==> config.mk <==
export PLATFORM = sky130hd
export DESIGN_NAME = user_break_unit
export DESIGN_NICKNAME = d
export VERILOG_FILES = /design/src/design/break_unit_pkg.sv /design/src/design/break_channel_match.sv /design/src/design/user_break_unit.sv
export SDC_FILE = /design/constraint.sdc
export NUM_CORES = 1
export LEC_CHECK = 0
export CORE_UTILIZATION = 40
export DETAILED_ROUTE_END_ITERATION = 12
export DONT_BUFFER_PORTS = 1
export HOLD_SLACK_MARGIN = 0.15
export PLACE_DENSITY = 0.54
export SETUP_SLACK_MARGIN = 0.15
export SKIP_LAST_GASP = 1
export SLEW_MARGIN = 20
export SYNTH_ARGS = -nofsm -noshare
export SYNTH_HDL_FRONTEND = slang
export SYNTH_SLANG_ARGS = --single-unit
export TNS_END_PERCENT = 100
==> constraint.sdc <==
create_clock -name clk_sys -period 8.95 [get_ports clk_sys]
set_clock_uncertainty 0.1 [all_clocks]
set_input_delay 1.3425 -clock clk_sys [delete_from_list [all_inputs] [get_ports clk_sys]]
set_output_delay 1.3425 -clock clk_sys [all_outputs]
set_load 0.03 [all_outputs]
==> src/design/break_unit_pkg.sv <==
// package of the two-channel hardware breakpoint unit
// assumes a 32-bit axi4-lite register bus and one system clock
//
// Summary of operation
// - two channels, each may break alone
// - sequential mode: A match, then B
// - address compare all, low 10, 12, none
// - space id compared fully or not
// - channel B only: masked 32-bit data compare
// - data compare only with data break enable
// - cycle: fetch/data, read/write, operand size
// - fetch break before or after execution
// - satisfied conditions raise the user break trap while both match flags are clear
// - break sets matching channel's match flag; a sequential break sets both flags
// - resets clear cycle selects and control
// - registers hold their contents in standby
// - address registers survive manual reset
// - zero cycle field drops that attribute
// - data ignored for fetch-only cycle select or disabled data
package break_unit_pkg;
    // register byte addresses
    localparam logic [31:0] OFS_CONTROL = 32'h0fff_ff98;
    localparam logic [31:0] OFS_ADDR_A = 32'h0fff_ffb0;
    localparam logic [31:0] OFS_AMASK_A = 32'h0fff_ffb4;
    localparam logic [31:0] OFS_CYCLE_A = 32'h0fff_ffb8;
    localparam logic [31:0] OFS_SID_A = 32'h0fff_ffe4;
    localparam logic [31:0] OFS_SID_B = 32'h0fff_ffe8;
    localparam logic [31:0] OFS_DATA_B = 32'hffff_ff90;
    localparam logic [31:0] OFS_DMASK_B = 32'hffff_ff94;
    localparam logic [31:0] OFS_ADDR_B = 32'hffff_ffa0;
    localparam logic [31:0] OFS_AMASK_B = 32'hffff_ffa4;
    localparam logic [31:0] OFS_CYCLE_B = 32'hffff_ffa8;
    localparam logic [31:0] OFS_IRQ_STATUS = 32'hffff_ffc0;
    localparam logic [31:0] OFS_IRQ_MASK = 32'hffff_ffc4;
    // control register bit positions
    localparam int CTL_FLAG_A_BIT = 15;
    localparam int CTL_FLAG_B_BIT = 14;
    localparam int CTL_TIMING_A_BIT = 7;
    localparam int CTL_DATA_EN_BIT = 6;
    localparam int CTL_TIMING_B_BIT = 5;
    localparam int CTL_SEQ_MODE_BIT = 3;
    // address mask register fields
    localparam int AMASK_SID_BIT = 2;
    localparam logic [1:0] AMSEL_ALL = 2'h0;
    localparam logic [1:0] AMSEL_LOW10 = 2'h1;
    localparam logic [1:0] AMSEL_LOW12 = 2'h2;
    localparam logic [31:0] KEEP_ABOVE_10 = 32'hffff_fc00;
    localparam logic [31:0] KEEP_ABOVE_12 = 32'hffff_f000;
    // cycle select fields: id [5:4], rw [3:2], size [1:0]
    localparam int CYC_ID_LSB = 4;
    localparam int CYC_RW_LSB = 2;
    localparam logic [1:0] ID_FETCH_ONLY = 2'h1;
    localparam logic [1:0] SIZE_BYTE = 2'h1;
    localparam logic [1:0] SIZE_WORD = 2'h2;
    localparam logic [31:0] LANES_BYTE = 32'h0000_00ff;
    localparam logic [31:0] LANES_WORD = 32'h0000_ffff;
    // reset values
    localparam logic [5:0] RST_CYCLE = 6'h00;
    localparam logic [15:0] RST_CONTROL = 16'h0000;
    // bus responses
    localparam logic [1:0] RESP_OKAY = 2'h0;
    localparam logic [1:0] RESP_SLVERR = 2'h2;

    // sequential chain state
    typedef enum logic [1:0] {ARM_IDLE = 2'b01, ARM_SET = 2'b10} chain_t;

    // byte-lane merge of a register write
    function automatic logic [31:0] merge_bytes(input logic [31:0] old, input logic [31:0] wd,
                                                input logic [3:0] strb);
        logic [31:0] r;
        r = old;
        for (int i = 0; i < 4; i++)
        begin
            if (strb[i])
                r[i*8 +: 8] = wd[i*8 +: 8];
        end
        return r;
    endfunction : merge_bytes
endpackage : break_unit_pkg

==> src/design/break_channel_match.sv <==
// one break channel comparator, purely combinational
// assumes cpu cycle signals and settings on the same clock
`timescale 1ns/1ps
module break_channel_match
    import break_unit_pkg::*;
#(
    parameter bit HAS_DATA = 1'b0
)(
    input wire logic bus_valid,
    input wire logic [31:0] bus_addr,
    input wire logic [7:0] bus_address_space_identifier,
    input wire logic bus_fetch,
    input wire logic bus_write,
    input wire logic [1:0] bus_size,
    input wire logic [31:0] bus_data,
    input wire logic [31:0] cfg_addr,
    input wire logic [2:0] cfg_amask,
    input wire logic [7:0] cfg_sid,
    input wire logic [5:0] cfg_cycle,
    input wire logic [31:0] cfg_data,
    input wire logic [31:0] cfg_dmask,
    input wire logic data_en,
    output logic match
);
    logic [31:0] akeep;
    logic [31:0] dkeep;
    logic [1:0] id_sel;
    logic [1:0] rw_sel;
    logic [1:0] sz_sel;
    logic addr_ok;
    logic sid_ok;
    logic cyc_ok;
    logic data_ok;

    // address and space id compare
    always_comb
    begin
        unique case (cfg_amask[1:0])
            AMSEL_ALL: akeep = '1;
            AMSEL_LOW10: akeep = KEEP_ABOVE_10;
            AMSEL_LOW12: akeep = KEEP_ABOVE_12;
            default: akeep = '0;
        endcase
        addr_ok = ((bus_addr ^ cfg_addr) & akeep) == '0;
        sid_ok = cfg_amask[AMASK_SID_BIT] || (bus_address_space_identifier == cfg_sid);
    end

    // cycle type, direction, size; zero field means not compared
    always_comb
    begin
        id_sel = cfg_cycle[CYC_ID_LSB +: 2];
        rw_sel = cfg_cycle[CYC_RW_LSB +: 2];
        sz_sel = cfg_cycle[1:0];
        cyc_ok = (id_sel == '0 || (bus_fetch ? id_sel[0] : id_sel[1])) &&
                 (rw_sel == '0 || (bus_write ? rw_sel[1] : rw_sel[0])) &&
                 (sz_sel == '0 || sz_sel == bus_size);
    end

    // masked data compare, only for the data channel
    always_comb
    begin
        unique case (bus_size)
            SIZE_BYTE: dkeep = ~cfg_dmask & LANES_BYTE;
            SIZE_WORD: dkeep = ~cfg_dmask & LANES_WORD;
            default: dkeep = ~cfg_dmask;
        endcase
        data_ok = !HAS_DATA || !data_en || id_sel == ID_FETCH_ONLY ||
                  ((bus_data ^ cfg_data) & dkeep) == '0;
    end

    // every enabled condition within the same cycle
    assign match = bus_valid && addr_ok && sid_ok && cyc_ok && data_ok;
endmodule : break_channel_match

==> src/design/user_break_unit.sv <==
// two-channel breakpoint unit with axi4-lite registers and interrupt
// assumes cpu cycle inputs on clk_sys, manual_reset a synchronous pulse
`timescale 1ns/1ps
module user_break_unit
    import break_unit_pkg::*;
(
    input wire logic clk_sys,
    input wire logic reset,
    input wire logic manual_reset,
    // cpu bus cycle being watched
    input wire logic cpu_valid,
    input wire logic [31:0] cpu_addr,
    input wire logic [7:0] cpu_address_space_identifier,
    input wire logic cpu_fetch,
    input wire logic cpu_write,
    input wire logic [1:0] cpu_size,
    input wire logic [31:0] cpu_data,
    // axi4-lite slave
    input wire logic [31:0] awaddr,
    input wire logic awvalid,
    output logic awready,
    input wire logic [31:0] wdata,
    input wire logic [3:0] wstrb,
    input wire logic wvalid,
    output logic wready,
    output logic [1:0] bresp,
    output logic bvalid,
    input wire logic bready,
    input wire logic [31:0] araddr,
    input wire logic arvalid,
    output logic arready,
    output logic [31:0] rdata,
    output logic [1:0] rresp,
    output logic rvalid,
    input wire logic rready,
    // break trap and interrupt
    output logic user_break,
    output logic break_after_exec,
    output logic irq
);
    ////////////////////////////////////////////////////////////////////
    // state
    typedef struct packed {
        logic awready;
        logic wready;
        logic bvalid;
        logic [1:0] bresp;
        logic arready;
        logic rvalid;
        logic [1:0] rresp;
        logic [31:0] rdata;
        logic aw_got;
        logic [31:0] aw_addr;
        logic w_got;
        logic [31:0] w_data;
        logic [3:0] w_strb;
        logic [31:0] addr_a;
        logic [31:0] addr_b;
        logic [2:0] amask_a;
        logic [2:0] amask_b;
        logic [7:0] sid_a;
        logic [7:0] sid_b;
        logic [5:0] cycle_a;
        logic [5:0] cycle_b;
        logic [31:0] data_b;
        logic [31:0] dmask_b;
        logic flag_a;
        logic flag_b;
        logic timing_a;
        logic timing_b;
        logic data_en;
        logic seq_mode;
        chain_t chain;
        logic brk;
        logic brk_after;
        logic [1:0] ist;
        logic [1:0] imask;
        logic irq;
    } state_t;

    state_t s_q;
    state_t s_d;
    logic match_a;
    logic match_b;
    logic wr_fire;
    logic [15:0] ctl_rd;

    ////////////////////////////////////////////////////////////////////
    // channel comparators
    break_channel_match #(.HAS_DATA(1'b0)) u_match_a (
        .bus_valid(cpu_valid),
        .bus_addr(cpu_addr),
        .bus_address_space_identifier(cpu_address_space_identifier),
        .bus_fetch(cpu_fetch),
        .bus_write(cpu_write),
        .bus_size(cpu_size),
        .bus_data(cpu_data),
        .cfg_addr(s_q.addr_a),
        .cfg_amask(s_q.amask_a),
        .cfg_sid(s_q.sid_a),
        .cfg_cycle(s_q.cycle_a),
        .cfg_data('0),
        .cfg_dmask('0),
        .data_en(1'b0),
        .match(match_a)
    );

    break_channel_match #(.HAS_DATA(1'b1)) u_match_b (
        .bus_valid(cpu_valid),
        .bus_addr(cpu_addr),
        .bus_address_space_identifier(cpu_address_space_identifier),
        .bus_fetch(cpu_fetch),
        .bus_write(cpu_write),
        .bus_size(cpu_size),
        .bus_data(cpu_data),
        .cfg_addr(s_q.addr_b),
        .cfg_amask(s_q.amask_b),
        .cfg_sid(s_q.sid_b),
        .cfg_cycle(s_q.cycle_b),
        .cfg_data(s_q.data_b),
        .cfg_dmask(s_q.dmask_b),
        .data_en(s_q.data_en),
        .match(match_b)
    );

    // control register image
    always_comb
    begin
        ctl_rd = RST_CONTROL;
        ctl_rd[CTL_FLAG_A_BIT] = s_q.flag_a;
        ctl_rd[CTL_FLAG_B_BIT] = s_q.flag_b;
        ctl_rd[CTL_TIMING_A_BIT] = s_q.timing_a;
        ctl_rd[CTL_TIMING_B_BIT] = s_q.timing_b;
        ctl_rd[CTL_DATA_EN_BIT] = s_q.data_en;
        ctl_rd[CTL_SEQ_MODE_BIT] = s_q.seq_mode;
    end

    assign wr_fire = s_q.aw_got && s_q.w_got && !s_q.bvalid;

    ////////////////////////////////////////////////////////////////////
    // next state
    always_comb
    begin
        logic [31:0] m;
        logic hit;
        logic set_a;
        logic set_b;
        logic idle;
        logic [1:0] clr;
        m = '0;
        hit = 1'b0;
        set_a = 1'b0;
        set_b = 1'b0;
        clr = '0;
        s_d = s_q;
        idle = !s_q.flag_a && !s_q.flag_b;

        // write address and data taken in either order
        if (awvalid && s_q.awready)
        begin
            s_d.aw_got = 1'b1;
            s_d.aw_addr = awaddr;
        end
        if (wvalid && s_q.wready)
        begin
            s_d.w_got = 1'b1;
            s_d.w_data = wvalid ? wdata : s_q.w_data;
            s_d.w_strb = wstrb;
        end
        if (s_q.bvalid && bready)
            s_d.bvalid = 1'b0;

        // register write
        if (wr_fire)
        begin
            s_d.aw_got = 1'b0;
            s_d.w_got = 1'b0;
            s_d.bvalid = 1'b1;
            s_d.bresp = RESP_OKAY;
            unique case (s_q.aw_addr)
                OFS_CONTROL:
                begin
                    m = merge_bytes({16'h0000, ctl_rd}, s_q.w_data, s_q.w_strb);
                    s_d.flag_a = m[CTL_FLAG_A_BIT];
                    s_d.flag_b = m[CTL_FLAG_B_BIT];
                    s_d.timing_a = m[CTL_TIMING_A_BIT];
                    s_d.timing_b = m[CTL_TIMING_B_BIT];
                    s_d.data_en = m[CTL_DATA_EN_BIT];
                    s_d.seq_mode = m[CTL_SEQ_MODE_BIT];
                end
                OFS_ADDR_A: s_d.addr_a = merge_bytes(s_q.addr_a, s_q.w_data, s_q.w_strb);
                OFS_ADDR_B: s_d.addr_b = merge_bytes(s_q.addr_b, s_q.w_data, s_q.w_strb);
                OFS_AMASK_A:
                begin
                    m = merge_bytes({29'h0, s_q.amask_a}, s_q.w_data, s_q.w_strb);
                    s_d.amask_a = m[2:0];
                end
                OFS_AMASK_B:
                begin
                    m = merge_bytes({29'h0, s_q.amask_b}, s_q.w_data, s_q.w_strb);
                    s_d.amask_b = m[2:0];
                end
                OFS_SID_A:
                begin
                    m = merge_bytes({24'h0, s_q.sid_a}, s_q.w_data, s_q.w_strb);
                    s_d.sid_a = m[7:0];
                end
                OFS_SID_B:
                begin
                    m = merge_bytes({24'h0, s_q.sid_b}, s_q.w_data, s_q.w_strb);
                    s_d.sid_b = m[7:0];
                end
                OFS_CYCLE_A:
                begin
                    m = merge_bytes({26'h0, s_q.cycle_a}, s_q.w_data, s_q.w_strb);
                    s_d.cycle_a = m[5:0];
                end
                OFS_CYCLE_B:
                begin
                    m = merge_bytes({26'h0, s_q.cycle_b}, s_q.w_data, s_q.w_strb);
                    s_d.cycle_b = m[5:0];
                end
                OFS_DATA_B: s_d.data_b = merge_bytes(s_q.data_b, s_q.w_data, s_q.w_strb);
                OFS_DMASK_B: s_d.dmask_b = merge_bytes(s_q.dmask_b, s_q.w_data, s_q.w_strb);
                OFS_IRQ_STATUS:
                begin
                    m = merge_bytes('0, s_q.w_data, s_q.w_strb);
                    clr = m[1:0];
                end
                OFS_IRQ_MASK:
                begin
                    m = merge_bytes({30'h0, s_q.imask}, s_q.w_data, s_q.w_strb);
                    s_d.imask = m[1:0];
                end
                default: s_d.bresp = RESP_SLVERR;
            endcase
        end
        s_d.awready = !s_d.aw_got && !s_d.bvalid;
        s_d.wready = !s_d.w_got && !s_d.bvalid;

        // register read, answered the cycle after the address
        if (s_q.rvalid && rready)
            s_d.rvalid = 1'b0;
        if (arvalid && s_q.arready)
        begin
            s_d.rvalid = 1'b1;
            s_d.rresp = RESP_OKAY;
            unique case (araddr)
                OFS_CONTROL: s_d.rdata = {16'h0000, ctl_rd};
                OFS_ADDR_A: s_d.rdata = s_q.addr_a;
                OFS_ADDR_B: s_d.rdata = s_q.addr_b;
                OFS_AMASK_A: s_d.rdata = {29'h0, s_q.amask_a};
                OFS_AMASK_B: s_d.rdata = {29'h0, s_q.amask_b};
                OFS_SID_A: s_d.rdata = {24'h0, s_q.sid_a};
                OFS_SID_B: s_d.rdata = {24'h0, s_q.sid_b};
                OFS_CYCLE_A: s_d.rdata = {26'h0, s_q.cycle_a};
                OFS_CYCLE_B: s_d.rdata = {26'h0, s_q.cycle_b};
                OFS_DATA_B: s_d.rdata = s_q.data_b;
                OFS_DMASK_B: s_d.rdata = s_q.dmask_b;
                OFS_IRQ_STATUS: s_d.rdata = {30'h0, s_q.ist};
                OFS_IRQ_MASK: s_d.rdata = {30'h0, s_q.imask};
                default:
                begin
                    s_d.rdata = '0;
                    s_d.rresp = RESP_SLVERR;
                end
            endcase
        end
        s_d.arready = !s_d.rvalid;

        // break decision, independent or chained
        s_d.brk_after = 1'b0;
        if (s_q.seq_mode)
        begin
            unique case (s_q.chain)
                ARM_IDLE:
                begin
                    if (match_a)
                        s_d.chain = ARM_SET;
                end
                ARM_SET:
                begin
                    if (match_b && idle)
                    begin
                        hit = 1'b1;
                        set_a = 1'b1;
                        set_b = 1'b1;
                        s_d.chain = ARM_IDLE;
                        s_d.brk_after = cpu_fetch && s_q.timing_b;
                    end
                end
                default: s_d.chain = ARM_IDLE;
            endcase
        end
        else
        begin
            s_d.chain = ARM_IDLE;
            if ((match_a || match_b) && idle)
            begin
                hit = 1'b1;
                set_a = match_a;
                set_b = match_b;
                s_d.brk_after = cpu_fetch && ((match_a && s_q.timing_a) || (match_b && s_q.timing_b));
            end
        end
        s_d.brk = hit;
        // hardware set wins over a software clear
        s_d.flag_a = s_d.flag_a || set_a;
        s_d.flag_b = s_d.flag_b || set_b;
        s_d.ist = (s_q.ist & ~clr) | {set_b, set_a};

        // manual reset clears cycle selects, control, chain state and break outputs; addresses kept
        if (manual_reset)
        begin
            s_d.cycle_a = RST_CYCLE;
            s_d.cycle_b = RST_CYCLE;
            s_d.flag_a = RST_CONTROL[CTL_FLAG_A_BIT];
            s_d.flag_b = RST_CONTROL[CTL_FLAG_B_BIT];
            s_d.timing_a = RST_CONTROL[CTL_TIMING_A_BIT];
            s_d.timing_b = RST_CONTROL[CTL_TIMING_B_BIT];
            s_d.data_en = RST_CONTROL[CTL_DATA_EN_BIT];
            s_d.seq_mode = RST_CONTROL[CTL_SEQ_MODE_BIT];
            s_d.chain = ARM_IDLE;
            s_d.brk = 1'b0;
            s_d.brk_after = 1'b0;
            s_d.ist = s_q.ist & ~clr; // suppressed break raises no event
        end
        s_d.irq = |(s_d.ist & s_d.imask);
    end

    ////////////////////////////////////////////////////////////////////
    // registers; no clock gating, so everything holds in standby
    always_ff @(posedge clk_sys or posedge reset)
    begin
        if (reset)
        begin
            s_q <= '0;
            s_q.chain <= ARM_IDLE;
        end
        else
        begin
            s_q <= s_d;
        end
    end

    assign awready = s_q.awready;
    assign wready = s_q.wready;
    assign bvalid = s_q.bvalid;
    assign bresp = s_q.bresp;
    assign arready = s_q.arready;
    assign rvalid = s_q.rvalid;
    assign rresp = s_q.rresp;
    assign rdata = s_q.rdata;
    assign user_break = s_q.brk;
    assign break_after_exec = s_q.brk_after;
    assign irq = s_q.irq;
endmodule : user_break_unit

; ---- After elaboration in Yosys (flattened, before gate mapping)
; Cells that the tools add are included.
[op_classes]
n_eq_ne = 41
mux = 60
n_bitwise = 11
n_reduce_logical = 93
[op_table]
columns = cell, count
row1 = $eq 32x32->1 const B, 14
row2 = $pmux 32 s13, 1
row3 = $eq 32x28->1 const B, 12
row4 = $pmux 32 s3, 2
row5 = $and 32x32->32, 3
row6 = $logic_not 32->1, 3
row7 = $mux 32, 3
row8 = $xor 32x32->32, 3
row9 = $mux 82, 1
row10 = $mux 8, 10
row11 = $reduce_and 3->1, 23
row12 = $pmux 32 s2, 1
row13 = $mux 37, 1
row14 = $mux 35, 1
row15 = $mux 33, 1
row16 = $not 32->32, 1
row17 = $logic_and 1x1->1, 27
row18 = $reduce_or 13->1, 2
row19 = $mux 12, 2
row20 = $mux 6, 4
row21 = $mux 2, 11
row22 = $mux 1, 20
row23 = $eq 8x8->1, 2
row24 = $logic_not 2->1, 8
row25 = other kinds (14), 49
[word_totals]
ff_bits = 288
inputBits = 185
elab_cells = 252

; ---- Depth between registers and ports, before layout
[depth]
depth_word = 16
depth_mapped = 10
ltp_nobuf = 7

; ---- Hierarchy
; Synthesis repeated with hierarchy kept, for this count alone.
[hier_totals]
cells_unflattened = 1213
area_unflattened_um2 = 14405.1
[by_module_without_submodules]
columns = mod, n_inst, cells_per_inst, area_each_um2
row1 = user_break_unit, 1, 1017, 12884.9
row2 = break_channel_match (u_match_b), 1, 128, 968.4
row3 = break_channel_match (u_match_a), 1, 68, 551.8

; ---- Least setup slack after synthesis
; OpenSTA, ideal clock, no wires.
[synth_path]
path_type = input to register
start = input port araddr[0]
end = register s_q, in the netlist rdata[10]
setup_ns = 0.065
t_arrival_ns = 3.144
t_required_ns = 8.785
setup_slack_ns = 5.641
path_stages = 8
n_path_buf = 2
cell_sequence = nand4bb_1 > or4_1 > buf_2 > nor4_4 > clkbuf_1 > a222oi_1 > nand2_1 > a22o_1
[synth_via]
elab_chain_len = 2
[synth_lines]
columns = item, line
row1 = start: declaration, user_break_unit.sv:29  ; input wire logic [31:0] araddr,
row2 = $eq 32x32->1 / $eq 32x28->1 (equally long branches), user_break_unit.sv:248  ; unique case (araddr)
row3 = $pmux 32 s13 (*), user_break_unit.sv:248
row4 = end: declaration, user_break_unit.sv:81  ; state_t s_q;
; Mark *: on every way between the ends. The rest lies on a longest branch, timed or not.
; A chain may end at the register's enable or synchronous reset.

; ---- Worst setup path after layout
; Same ends and word-level chain as after synthesis.

==> results.json <==
{
  "run_status": "completed",
  "leakagePower_nw": 6.76,
  "synth_edf_count": 0,
  "dp_hpwl_um": 29700,
  "cp-start-kind": "input pin",
  "fill_cells": 3293,
  "whs_path_depth": 1,
  "die_area_mm2": 0.0357,
  "area_delta_synth_final_pct": 9.55,
  "crit_arrival_ns": 4.32,
  "drtAntennaViolNets": 0,
  "fin_crit_ns": 3.97,
  "grt_pass1_vias": 9493,
  "vias": 9515,
  "synth_most_common_cell": "dfrtp_1",
  "cts_resized": 0,
  "fin_ws_ns": 4.98,
  "cts.htree.levels": 2,
  "grtUsageTotal_pct": 23.1,
  "rsz0062_at_grt": "false",
  "die_y_um": 189,
  "final_layout_size_suffix_gt1_share_pct": 27.3,
  "required_ns": 9.30,
  "power.share.sequential_pct": 49.6,
  "num_rows": 68,
  "tightest_slew_ns": 0.918,
  "ys_seq_area_share_pct": 51.1,
  "hp-class": "reg2reg",
  "dp_slack_ns": 4.52,
  "r2r_cells": 5,
  "post_drt_wl_per_cell_um": 25.8,
  "clk_pin_slew_worst_paths_ns": 0.06,
  "synth_top_area_share_pct": 51.0,
  "swShare_pct": 28.4,
  "clk_latency_ns": 0.52,
  "p_sw_uw": 982,
  "synthArstFlopShare_pct": 100,
  "cts_made_buffers": 35,
  "yosysUniqueCellTypes": 58,
  "postCtsSetupBuffers": 0,
  "yosys.area.top_type": "dfrtp_1",
  "routed_wl_um": 41300,
  "drtIter0Drc": 852,
  "top_level_ports": 229,
  "ys_top_cells_by_count": "dfrtp_1, mux2_2, nand2_1",
  "cts.sinks": 286,
  "end_kind": "flip-flop",
  "register_area_mm2": 0.00716,
  "antenna_cells": 0,
  "syn_inst": 1153,
  "whs_ns": 0.405,
  "core-area_mm2": 0.0345,
  "ys_ff_latch": 286,
  "crit_fanout": 33,
  "drc": 0,
  "p_int_mw": 2.48,
  "cts_tree": "done",
  "globalplace.congestion": 0.877,
  "grt_pass1_wl_um": 61800,
  "multi_input_area_mm2": 0.00639,
  "hold_viol_final": 0,
  "setup_viol": 0,
  "synthFlopType": "dfrtp_1",
  "synth_area_leaders": "dfrtp_1, mux2_2, xnor2_1, a222oi_1, nand2_1",
  "hold_buffers": 0,
  "grt_max_degree": 160,
  "drv_cap": 0,
  "clockBufferDepth": 3,
  "relSlewSlack_pct": 38.8,
  "pwr-share-comb_pct": 11.0,
  "layout_worst_path_cycle_share_pct": 44.4,
  "irDropWorstVdd_mv": 0.165,
  "fmax_ghz": 0.252,
  "slew_viol_final": 0,
  "p_clk_share_pct": 39.4,
  "grt_antenna_before_repair": 1,
  "detailedRoute.firstPassIterationCount": 10,
  "placed_area_mm2": 0.0142,
  "io_buffers": 0,
  "fin_nets": 1310,
  "synth.avg_cell_area_um2": 12.1,
  "fin_setup_tns_ns": 0,
  "power_density_mw_per_mm2": 226,
  "initial_core_util_pct": 40.6,
  "yosys_warnings": 0,
  "dieWidth_um": 189,
  "crit_type": "in2reg",
  "synth_area_mm2": 0.0140,
  "grt.overflow.total": 0,
  "final_area_mm2": 0.0153,
  "cts_root_buf": "clkbuf_16",
  "viasPerCell": 5.95
}
[final timing paths]
kind,from,end,slack [ns]
worst max register to register,s_q[227],s_q[172],5.72
worst max-delay path,araddr[0],rdata[10],4.98
max in group asynchronous,reset,s_q[102],6.20
worst min-delay path,s_q[228],s_q[228],0.41
worst min register to register,s_q[228],s_q[228],0.41
min in group asynchronous,reset,s_q[167],0.70
[through the flow]
stage / cells / util, % / power, mW
6_report: 1600 / 44.5 / 3.46
4_1_cts: 1600 / 44.5 / 3.50
3_5_place_dp: 1542 / 41.3 / 2.12
3_3_place_gp: 1542 / 41.3 / 2.11
5_1_grt: 1600 / 44.5 / 3.61
2_1_floorplan: 1154 / - / 1.95
[registers in the layout, indices dropped and copies added, names as in the netlist]
signal,cells
rdata,32
irq,1
bvalid,1
awready,1
user_break,1
wready,1
s_q,238
rresp,1
bresp,1
ctl_rd,6
rvalid,1
break_after_exec,1
arready,1
[logic make-up (layout without fill, tap and decap cells)]
group | Yosys count | after routing | synth area share [%]
AOI/OAI and AO/OA | 163 | 163 | 9.20
xor gates and xnor gates | 112 | 112 | 7.01
adders and majority gates | 1 | 1 | 0.0894
buffers and inverters | 86 | 77 | 3.42
DFF | 286 | 286 | 51.1
muxes | 233 | 233 | 18.6
other | 1 | 2 | 0.0268
and+or+nand+nor | 271 | 271 | 10.5
[layout make-up]
cell class | count | share of cell area [%]
sequential | 286 | 46.7
multi-input combinational | 782 | 41.7
clock buffer | 49 | 6.59
tap | 455 | 3.71
clock inverter | 9 | 0.571
timing repair buffer | 8 | 0.473
inverter | 11 | 0.294
[placed cells by master, fill, tap and decap left out, drive strengths merged, types with 8 or more instances in the layout]
master	instances
a21oi	17
a222oi	37
a22o	35
a22oi	15
buf	8
clkbuf	49
dfrtp	285
inv	11
mux2	221
mux2i	12
nand2	89
nand2b	9
nand3	22
nand4	25
nor2	49
nor3	10
nor4	28
o21ai	13
o22ai	19
xnor2	82
xor2	30
[layer usage]
| metal | global-route usage, % | share of wire, % | routed length [µm] |
|---|---|---|---|
| met1 | 32.5 | 45 | 18500 |
| met2 | 34.5 | 44 | 18200 |
| met3 | 7.23 | 9.1 | 3770 |
| met4 | 5.55 | 1.9 | 776 |
| met5 | 0 | 0.031 | 13 |
[power groups by stage]
stage                     sequential, mW  combinational, mW  clock (mW)
final                               1.72              0.379        1.36
after floorplan                     1.60              0.352           0
after CTS                           1.71              0.388        1.40
after global routing                1.74              0.419        1.45
after detailed placement            1.74              0.387           0
after global placement              1.73              0.377           0
[critical path, cell delays in order]
cell       delay (ns)
nand4bb_1        0.21
or4_1            0.75
nor4_4           0.33
buf_4            0.47
nor2_1           0.10
nand3b_1         0.10
o311a_2          0.75
a22o_1           0.24
Note: power is estimated with default switching activity, not from simulation.
